<file path="config.mk">
export PLATFORM = sky130hd
export DESIGN_NAME = mda_top
export DESIGN_NICKNAME = d
export VERILOG_FILES = /design/src/rtl/mda_pkg.sv /design/src/rtl/mda_echo_mem.sv /design/src/rtl/mda_top.sv
export SDC_FILE = /design/constraint.sdc
export NUM_CORES = 2
export LEC_CHECK = 0
export BUFFER_PORTS_ARGS = -buffer_cell sky130_fd_sc_hd__buf_4
export CAP_MARGIN = 20
export CELL_PAD_IN_SITES_DETAIL_PLACEMENT = 1
export CELL_PAD_IN_SITES_GLOBAL_PLACEMENT = 2
export CORE_MARGIN = 8
export CORE_UTILIZATION = 45
export DETAILED_ROUTE_END_ITERATION = 10
export HOLD_SLACK_MARGIN = 0.06
export PLACE_DENSITY = 0.79
export SETUP_SLACK_MARGIN = 0.3
export SYNTH_ARGS = -nofsm -noshare
export SYNTH_HDL_FRONTEND = slang
export SYNTH_SLANG_ARGS = --single-unit
</file>
<file path="constraint.sdc">
create_clock -name REF_CLK -period 8 [get_ports REF_CLK]
set_clock_uncertainty 0.1 [all_clocks]
set_input_delay 1.6 -clock REF_CLK [delete_from_list [all_inputs] [get_ports REF_CLK]]
set_output_delay 1.6 -clock REF_CLK [all_outputs]
set_load 0.01 [all_outputs]
</file>
<file path="src/rtl/mda_pkg.sv">
/*
  Package for the microcode download and activation command block:
  mode codes, sense codes, field positions, power condition codes and carriers.
  Assumes a single 200 MHz clock domain and a host-side CDB decoder.
*/
package mda_pkg;

  localparam logic [4:0] MODE_SEG_SAVE_ACT = 5'h07;
  localparam logic [4:0] MODE_ECHO_WRITE = 5'h0a;
  localparam logic [4:0] MODE_DEFER_SELECT = 5'h0d;
  localparam logic [4:0] MODE_DEFER_PLAIN = 5'h0e;
  localparam logic [4:0] MODE_ACTIVATE = 5'h0f;
  localparam logic [4:0] MODE_EXPANDER = 5'h1a;

  localparam int ACT_PO_BIT = 7;
  localparam int ACT_HR_BIT = 6;
  localparam int ACT_VSE_BIT = 5;

  localparam int SEG_ALIGN_BITS = 12;
  localparam int ECHO_ALIGN_BITS = 2;
  localparam logic [7:0] BUF_ID_RESTART = 8'h00;

  localparam logic [3:0] SENSE_NONE = 4'h0;
  localparam logic [3:0] SENSE_ILLEGAL_REQUEST = 4'h5;
  localparam logic [7:0] ASC_NONE = 8'h00;
  localparam logic [7:0] ASC_INVALID_FIELD_CDB = 8'h24;

  localparam logic [1:0] PWR_ACTIVE = 2'h0;
  localparam logic [1:0] PWR_SAVE = 2'h3;

  // command from the decoder, valid for one cycle with cmd_valid
  typedef struct packed {
    logic [4:0] mode;
    logic [7:0] buffer_id;
    logic [23:0] buffer_offset;
    logic [23:0] param_len;
    logic [7:0] mode_specific;
    logic last_segment;
  } mda_cmd_t;

  // completion reported for each command taken in idle, unless an activation event ends its echo transfer
  typedef struct packed {
    logic check_condition;
    logic [3:0] sense_key;
    logic [7:0] asc;
  } mda_status_t;

endpackage : mda_pkg

</file>
<file path="src/rtl/mda_echo_mem.sv">
/*
  Echo buffer memory: word-addressed, registered read data.
  Assumes writes and reads come from one clock domain.
*/
`timescale 1ns/1ps
module mda_echo_mem #(
  parameter int DEPTH = 64,
  parameter int WIDTH = 32,
  parameter int AW = $clog2(DEPTH)
) (
  input wire logic clk,
  input wire logic we,
  input wire logic [AW-1:0] waddr,
  input wire logic [WIDTH-1:0] wdata,
  input wire logic [AW-1:0] raddr,
  output logic [WIDTH-1:0] rdata
);

  logic [WIDTH-1:0] mem [DEPTH];

  always_ff @(posedge clk) begin
    if (we) begin
      mem[waddr] <= wdata;
    end
    rdata <= mem[raddr];
  end

endmodule // mda_echo_mem

</file>
<file path="src/rtl/mda_top.sv">
/*
  Microcode download and activation command interpreter for the later
  buffer-write modes: segmented download, echo buffer write, deferred
  download with selectable events, explicit activation, expander mode.
  Assumes a decoder hands in one CDB per CMD_VALID pulse, data-out words
  arrive on DOUT_VALID, and firmware performs the actual save/reset.
*/
`timescale 1ns/1ps

// Overview of operation
// - segment length must be 4K multiple
// - bad segment length gives illegal request
// - first segment starts image, but after a check condition only id 00h restarts it
// - buffer offset ignored in segmented mode
// - complete image handled like single-file save
// - save to media, self power-on reset
// - echo data stored, 4-byte aligned
// - echo data kept until another command
// - select-activation mode saves code as deferred
// - power on activates when bit 7 set
// - hard reset activates when bit 6 set
// - vendor event activates when bit 5 set
// - plain deferred activates on listed events
// - activate before format or start stop
// - spin up first; no return to power-save
// - start stop sets requested power condition
// - unit attention on reset/ssu/format activation
// - activate mode clears deferred, ignores fields
// - expander mode behaves as echo write
// - unsupported mode gives illegal request
module mda_top #(
  parameter int ECHO_DEPTH = 64
) (
  input wire logic REF_CLK,
  input wire logic RESETN,
  input wire logic CMD_VALID,
  input wire mda_pkg::mda_cmd_t CMD,
  input wire logic DOUT_VALID,
  input wire logic [31:0] DOUT_DATA,
  input wire logic DOUT_LAST,
  input wire logic OTHER_CMD,
  input wire logic POWER_ON_EVENT,
  input wire logic HARD_RESET_EVENT,
  input wire logic VENDOR_EVENT,
  input wire logic SSU_CMD,
  input wire logic [1:0] SSU_POWER_COND,
  input wire logic SSU_POWER_CHANGE,
  input wire logic FORMAT_CMD,
  input wire logic SPIN_UP_DONE,
  input wire logic [1:0] POWER_STATE_IN,
  input wire logic [5:0] ECHO_RADDR,
  output logic [31:0] ECHO_RDATA,
  output logic ECHO_VALID,
  output logic STATUS_VALID,
  output mda_pkg::mda_status_t STATUS,
  output logic SAVE_REQ,
  output logic SELF_POR_REQ,
  output logic ACTIVATE_PULSE,
  output logic UNIT_ATTENTION,
  output logic SPIN_UP_REQ,
  output logic POWER_SET_VALID,
  output logic [1:0] POWER_SET,
  output logic DEFERRED_PENDING,
  output logic SEG_IN_PROGRESS,
  output logic FORMAT_SSU_GO
);

  localparam int AW = $clog2(ECHO_DEPTH);

  typedef enum logic [1:0] {ACT_NONE, ACT_HARD, ACT_SSU, ACT_FMT} mda_src_t;
  typedef enum logic [1:0] {ST_IDLE, ST_ECHO_DATA, ST_SPIN} mda_phase_t;

  typedef struct packed {
    mda_phase_t phase;
    logic seg_active;
    logic restart_armed;
    logic pending;
    logic sel_mode;
    logic po_en;
    logic hr_en;
    logic vse_en;
    mda_src_t src;
    logic [1:0] ssu_cond;
    logic ssu_change;
    logic [AW-1:0] echo_ptr;
    logic echo_valid;
    logic status_valid;
    mda_pkg::mda_status_t status;
    logic save_req;
    logic self_por;
    logic activate;
    logic unit_att;
    logic spin_req;
    logic pwr_valid;
    logic [1:0] pwr;
    logic go;
  } mda_state_t;

  mda_state_t r;
  mda_state_t next_r;

  logic mem_we;
  logic [31:0] mem_rdata;

  mda_echo_mem #(.DEPTH(ECHO_DEPTH), .WIDTH(32)) u_echo (
    .clk(REF_CLK),
    .we(mem_we),
    .waddr(r.echo_ptr),
    .wdata(DOUT_DATA),
    .raddr(ECHO_RADDR[AW-1:0]),
    .rdata(mem_rdata)
  );

  // words are written only while an echo transfer is open
  assign mem_we = (r.phase == ST_ECHO_DATA) && DOUT_VALID;

  function automatic mda_pkg::mda_status_t illegal_req();
    mda_pkg::mda_status_t s;
    s.check_condition = 1'b1;
    s.sense_key = mda_pkg::SENSE_ILLEGAL_REQUEST;
    s.asc = mda_pkg::ASC_INVALID_FIELD_CDB;
    return s;
  endfunction

  function automatic mda_pkg::mda_status_t good_status();
    mda_pkg::mda_status_t s;
    s.check_condition = 1'b0;
    s.sense_key = mda_pkg::SENSE_NONE;
    s.asc = mda_pkg::ASC_NONE;
    return s;
  endfunction

  always_comb begin
    logic seg_len_ok;
    logic echo_len_ok;
    logic act_event;
    mda_src_t evt_src;
    seg_len_ok = 1'b0;
    echo_len_ok = 1'b0;
    act_event = 1'b0;
    evt_src = ACT_NONE;
    next_r = r;
    next_r.status_valid = 1'b0;
    next_r.save_req = 1'b0;
    next_r.self_por = 1'b0;
    next_r.activate = 1'b0;
    next_r.unit_att = 1'b0;
    next_r.pwr_valid = 1'b0;
    next_r.go = 1'b0;

    seg_len_ok = (CMD.param_len[mda_pkg::SEG_ALIGN_BITS-1:0] == '0);
    echo_len_ok = (CMD.param_len[mda_pkg::ECHO_ALIGN_BITS-1:0] == '0);

    // activation events outside the buffer-write command path
    if (r.pending) begin
      if (r.sel_mode) begin
        if (POWER_ON_EVENT && r.po_en) begin
          act_event = 1'b1;
          evt_src = ACT_NONE;
        end else if (HARD_RESET_EVENT && r.hr_en) begin
          act_event = 1'b1;
          evt_src = ACT_HARD;
        end else if (VENDOR_EVENT && r.vse_en) begin
          act_event = 1'b1;
          evt_src = ACT_NONE;
        end
      end else begin
        if (POWER_ON_EVENT) begin
          act_event = 1'b1;
          evt_src = ACT_NONE;
        end else if (HARD_RESET_EVENT) begin
          act_event = 1'b1;
          evt_src = ACT_HARD;
        end else if (SSU_CMD) begin
          act_event = 1'b1;
          evt_src = ACT_SSU;
        end else if (FORMAT_CMD) begin
          act_event = 1'b1;
          evt_src = ACT_FMT;
        end
      end
    end

    // in idle, format or start stop with nothing to activate proceeds at once
    if ((SSU_CMD || FORMAT_CMD) && r.phase == ST_IDLE &&
        !(act_event && (evt_src == ACT_SSU || evt_src == ACT_FMT))) begin
      next_r.go = 1'b1;
      if (SSU_CMD) begin
        next_r.pwr_valid = SSU_POWER_CHANGE;
        next_r.pwr = SSU_POWER_COND;
      end
    end

    // an intervening command releases the echo contents
    if (OTHER_CMD || CMD_VALID) begin
      next_r.echo_valid = 1'b0;
    end

    unique case (r.phase)
      ST_IDLE: begin
        if (act_event && r.phase == ST_IDLE) begin
          next_r.src = evt_src;
          next_r.ssu_cond = SSU_POWER_COND;
          next_r.ssu_change = SSU_POWER_CHANGE;
          next_r.spin_req = (POWER_STATE_IN == mda_pkg::PWR_SAVE);
          next_r.phase = ST_SPIN;
        end else if (CMD_VALID) begin
          next_r.status_valid = 1'b1;
          next_r.status = good_status();
          unique case (CMD.mode)
            mda_pkg::MODE_SEG_SAVE_ACT: begin
              // buffer offset is never looked at here
              if (!seg_len_ok) begin
                next_r.status = illegal_req();
                next_r.restart_armed = 1'b1;
              end else begin
                // only a check condition arms a restart by buffer id
                if (r.restart_armed) begin
                  next_r.seg_active = (CMD.buffer_id ==
                    mda_pkg::BUF_ID_RESTART) ? 1'b1 : r.seg_active;
                  next_r.restart_armed = 1'b0;
                end else if (!r.seg_active) begin
                  next_r.seg_active = 1'b1;
                end
                // order and total length are the initiator's duty
                if (CMD.last_segment) begin
                  next_r.seg_active = 1'b0;
                  next_r.save_req = 1'b1;
                  next_r.self_por = 1'b1;
                end
              end
            end
            mda_pkg::MODE_ECHO_WRITE, mda_pkg::MODE_EXPANDER: begin
              if (!echo_len_ok) begin
                next_r.status = illegal_req();
                next_r.restart_armed = 1'b1;
              end else begin
                next_r.status_valid = 1'b0;
                next_r.echo_ptr = '0;
                next_r.phase = ST_ECHO_DATA;
              end
            end
            mda_pkg::MODE_DEFER_SELECT: begin
              next_r.save_req = 1'b1;
              next_r.pending = 1'b1;
              next_r.sel_mode = 1'b1;
              next_r.po_en = CMD.mode_specific[mda_pkg::ACT_PO_BIT];
              next_r.hr_en = CMD.mode_specific[mda_pkg::ACT_HR_BIT];
              next_r.vse_en = CMD.mode_specific[mda_pkg::ACT_VSE_BIT];
            end
            mda_pkg::MODE_DEFER_PLAIN: begin
              next_r.save_req = 1'b1;
              next_r.pending = 1'b1;
              next_r.sel_mode = 1'b0;
            end
            mda_pkg::MODE_ACTIVATE: begin
              if (r.pending) begin
                next_r.activate = 1'b1;
                next_r.pending = 1'b0;
              end
            end
            default: begin
              next_r.status = illegal_req();
              next_r.restart_armed = 1'b1;
            end
          endcase
        end
      end
      ST_ECHO_DATA: begin
        if (act_event) begin
          // an activation event ends the transfer without status
          next_r.src = evt_src;
          next_r.ssu_cond = SSU_POWER_COND;
          next_r.ssu_change = SSU_POWER_CHANGE;
          next_r.spin_req = (POWER_STATE_IN == mda_pkg::PWR_SAVE);
          next_r.phase = ST_SPIN;
        end else if (DOUT_VALID) begin
          next_r.echo_ptr = AW'(r.echo_ptr + 1'b1);
          if (DOUT_LAST) begin
            next_r.echo_valid = 1'b1;
            next_r.status_valid = 1'b1;
            next_r.status = good_status();
            next_r.phase = ST_IDLE;
          end
        end
      end
      ST_SPIN: begin
        if (!r.spin_req || SPIN_UP_DONE) begin
          next_r.spin_req = 1'b0;
          next_r.activate = 1'b1;
          next_r.pending = 1'b0;
          next_r.unit_att = (r.src != ACT_NONE);
          next_r.phase = ST_IDLE;
          // power-on and vendor activations leave the power state alone
          if (r.src == ACT_SSU) begin
            next_r.pwr_valid = 1'b1;
            next_r.pwr = r.ssu_change ? r.ssu_cond : mda_pkg::PWR_ACTIVE;
            next_r.go = 1'b1;
          end else if (r.src == ACT_FMT) begin
            next_r.pwr_valid = 1'b1;
            next_r.pwr = mda_pkg::PWR_ACTIVE;
            next_r.go = 1'b1;
          end else if (r.src == ACT_HARD) begin
            next_r.pwr_valid = 1'b1;
            next_r.pwr = mda_pkg::PWR_ACTIVE;
          end
        end
      end
      default: begin
        next_r.phase = ST_IDLE;
      end
    endcase
  end

  always_ff @(posedge REF_CLK or negedge RESETN) begin
    if (!RESETN) begin
      r <= '0;
    end else begin
      r <= next_r;
    end
  end

  assign ECHO_RDATA = mem_rdata;
  assign ECHO_VALID = r.echo_valid;
  assign STATUS_VALID = r.status_valid;
  assign STATUS = r.status;
  assign SAVE_REQ = r.save_req;
  assign SELF_POR_REQ = r.self_por;
  assign ACTIVATE_PULSE = r.activate;
  assign UNIT_ATTENTION = r.unit_att;
  assign SPIN_UP_REQ = r.spin_req;
  assign POWER_SET_VALID = r.pwr_valid;
  assign POWER_SET = r.pwr;
  assign DEFERRED_PENDING = r.pending;
  assign SEG_IN_PROGRESS = r.seg_active;
  assign FORMAT_SSU_GO = r.go;

endmodule // mda_top

</file>
==> results by group <==
Global route
  • Grt total ovfl: 0
  • First-pass GRT wire length: a little under 300000 microns
  • Vias in the first global route: between 40000 and 50000
  • Tot GR Track Use: 0.214
  • Largest net degree at the start of global routing: between 100 and 150
  • Initial antenna violation count: 3

Final layout
  • Multi-input gate area: about 16000 sq um
  • Nets: 3904
  • Post-Layout Cell Count: about 6300
  • Sequential cell area: between 60000 and 70000 sq um
  • Share of layout cells above drive strength 1: 0.289
  • Ant diodes: 0
  • Filler cells: roughly 15000
  • Area growth, synth to finish: 14.0%

Clocking
  • CTS Root Cell: clkbuf_16
  • H-Tree Depth: 4
  • # resized after CTS: 0
  • TritonCTS Sinks: between 2000 and 2500
  • Clock Path Buffers: 3
  • Num CTS Buffers: ~200
  • CTS tree: built
  • Hold-fix buffers at CTS: 0
  • Post-CTS setup buffers: 0
  • Worst-path clk slew: 0.06 ns
  • Clk_lat worst skew: 0.83 ns

Worst setup path
  • Startpoint types: primary input
  • Slowest CP cell: nor4_2
  • Critical Path RT: around 8.7 ns
  • CP Cell Sequence: buf_4 > nor2_1 > nand2_1 > buf_4 > buf_4 > o22ai_1 > nor4_2 > o22a_1
  • Critical Path End Type: flip-flop
  • Worst-path fanout max: 23
  • CP delay by family, top: simple AND/OR/NAND/NOR gates
  • Setup CP Type: primary input to flip-flop
  • Reg2Reg Depth: 3
  • Worst path depth: 8
  • CP bufs+invs: 3
  • Worst path max stage delay: 0.93 ns
  • CP dominant cell by count: buf_4
  • Arrival time worst endpoint: around 4.8 ns

Hold path
  • Worst hold path type: flip-flop to flip-flop
  • WHS Path Cells: 1

Synthesis
  • Post-Syn Area per Cell: around 23 sq um
  • Syn Std Cell Area: about 80000 sq um
  • Seq/Total Area, Yosys: 0.789
  • YS warnings: 0
  • Seq cells post-synth: ~2100
  • Primary FF master, synth: edfxtp_1
  • Top cell type's share of synthesized area: 0.771
  • Number of synthesized flops with an enable pin: about 2000
  • Top-count cell post-synth: edfxtp_1
  • Synth cell count leaders: edfxtp_1 (2048), mux4_2 (515), o22ai_1 (122)
  • Post-synth top area cell: edfxtp_1
  • Gate Count Post-Synth: 3507
  • Post-synth cell types: 62
  • Post-synth ARST share: 0.0152
  • Top cells by area, synth: edfxtp_1 (77%), mux4_2 (15%), dfrtp_1 (1.0%), o22ai_1 (0.96%), dfxtp_1 (0.80%)

Power
  • Pint: around 0.018 W
  • Lkg Pwr: between 20 and 30 nW
  • IR drop worst, VDD: ~0.00021 V
  • Gate power share: 0.054
  • Sequential power share: 0.533
  • Clk network pwr share: 0.413
  • Net Sw Frac: 0.217
  • NetSw: between 0.005 and 0.006 W
  • Pwr dens: 254 nW/um^2
  • Total power: between 0.02 and 0.025 W

Timing
  • Final worst path period need: approximately 4.1 ns
  • Least-Margin Pin Slew: around 1.1 ns
  • # setup viols final: 0
  • Fin crit share: 0.515
  • RSZ-0062 raised after global routing: no
  • Rel. slew slack: 0.233
  • Final hold violation count: 0
  • Fmax: around 240 MHz
  • Slew Limit Fails: 0
  • Setup TNS: 0 ns
  • PnR worst setup slack: ~3.9 ns

Route
  • DR vias/cell: 6.17
  • Via count: roughly 39000
  • Pre-antenna DRT Iters: 7
  • DRT iter0 DRCs: between 4000 and 5000
  • WL/cell: about 33 microns
  • Total wire length: between 200000 and 250000 microns
  • DRT antenna net count: 0
  • DRC: 0

Place
  • IO buf count: roughly 130
  • Worst slack, placed: about 3.0 ns
  • Dpl cells: around 5900
  • Gp weighted congestion: between 0.7 and 0.8
  • HPWL after DPL: roughly 110000 microns

Floorplan
  • Die area: between 150000 and 200000 sq um
  • Core area: approximately 180000 sq um
  • Boundary pin count: between 150 and 200
  • Starting density of the core: 0.453
  • Die W: ~440 microns
  • FP Rows: about 150
  • Die Height: 437 microns

Run
  • Max-cap violations: 0

Outcome
  • Status: finished clean
[state kept, by name, indices dropped and copies added (netlist names)]
signal	flops
POWER_SET	2
r	18
ACTIVATE_PULSE	1
SEG_IN_PROGRESS	1
SPIN_UP_REQ	1
u_echo.rdata	32
FORMAT_SSU_GO	1
u_echo.mem	2048
DEFERRED_PENDING	1
STATUS_VALID	1
STATUS	1
SELF_POR_REQ	1
ECHO_VALID	1
SAVE_REQ	1
POWER_SET_VALID	1
UNIT_ATTENTION	1
[final cells by class]
class	count	share of cell area
Inverter	11	0.000454
Multi-Input combinational cell	1197	0.180
Clock buffer	255	0.0582
Sequential cell	2112	0.692
Clock inverter	122	0.0144
Tap cell	2340	0.0322
Timing Repair Buffer	254	0.0230
[power by group through the flow]
stage                     Combinational, W  Clock, W  Sequential (W)
after CTS                          0.00126   0.00967          0.0123
final                              0.00124   0.00954          0.0123
after global placement             0.00121         0          0.0125
after detailed placement           0.00126         0          0.0125
after global routing               0.00132    0.0100          0.0123
after floorplan                   0.000681         0          0.0125
[kinds of logic after synthesis]
logic type      Yosys count  share of synthesized area
mux                     574                      0.153
other cells               1                  0.0000470
fa+ha+maj                 1                   0.000157
simple gates            301                     0.0185
buf+inv                 205                     0.0133
flops                  2112                      0.789
compound gates          311                     0.0263
xor+xnor                  2                   0.000220
[cells in the final DEF (no fill, tap or decap), types with 13 or more instances in the layout]
cell type / count
bufinv_16: 20
mux4_2: 515
nand2_1: 57
o221ai_1: 34
clkinv_2: 35
dfrtp_1: 32
a22oi_1: 13
nor2b_1: 19
clkbuf_16: 203
clkbuf_1: 50
dfxtp_1: 32
o21ai_0: 29
o22ai_1: 122
nand2b_1: 15
edfxtp_1: 2048
clkinv_1: 40
nor2_4: 64
a21oi_1: 43
buf_4: 233
nor3_1: 30
nor4_1: 25
mux2i_1: 51
nand3_1: 25
nor2_1: 31
o22a_1: 23
[layer usage]
| layer | vias to the layer above | routed length [microns] | track usage |
|---|---|---|---|
| li1 | 15500 | - | - |
| met1 | 21000 | 82500 | 0.286 |
| met2 | 1993 | 103000 | 0.352 |
| met3 | 315 | 17900 | 0.0480 |
| met4 | 2 | 6380 | 0.0666 |
| met5 | - | 13 | 0 |
[worst paths after layout]
check | from | end | slack [ns]
max in group asynchronous | RESETN | STATUS_VALID$_DFF_PN0_ | 6.85
setup / recovery | ECHO_RADDR[3] | u_echo.rdata[19]$_DFF_P_ | 3.88
min in group asynchronous | RESETN | r[32]$_DFFE_PN0P_ | 0.61
setup reg to reg | r[27]$_DFFE_PN0P_ | u_echo.mem[22][8]$_DFFE_PP_ | 4.95
hold reg to reg | r[35]$_DFFE_PN0P_ | r[35]$_DFFE_PN0P_ | 0.39
hold / removal | r[35]$_DFFE_PN0P_ | r[35]$_DFFE_PN0P_ | 0.39
[per-stage QoR]
stage | hold WS, ns | area [sq um] | utilization
2_1_floorplan | 0.359 | 79800 | -
3_3_place_gp | 0.374 | 84300 | 0.478
3_5_place_dp | 0.375 | 84300 | 0.479
4_1_cts | 0.401 | 90900 | 0.516
5_1_grt | 0.417 | 90900 | 0.516
6_report | 0.395 | 90900 | 0.516
(Power assumes the default switching activity.)
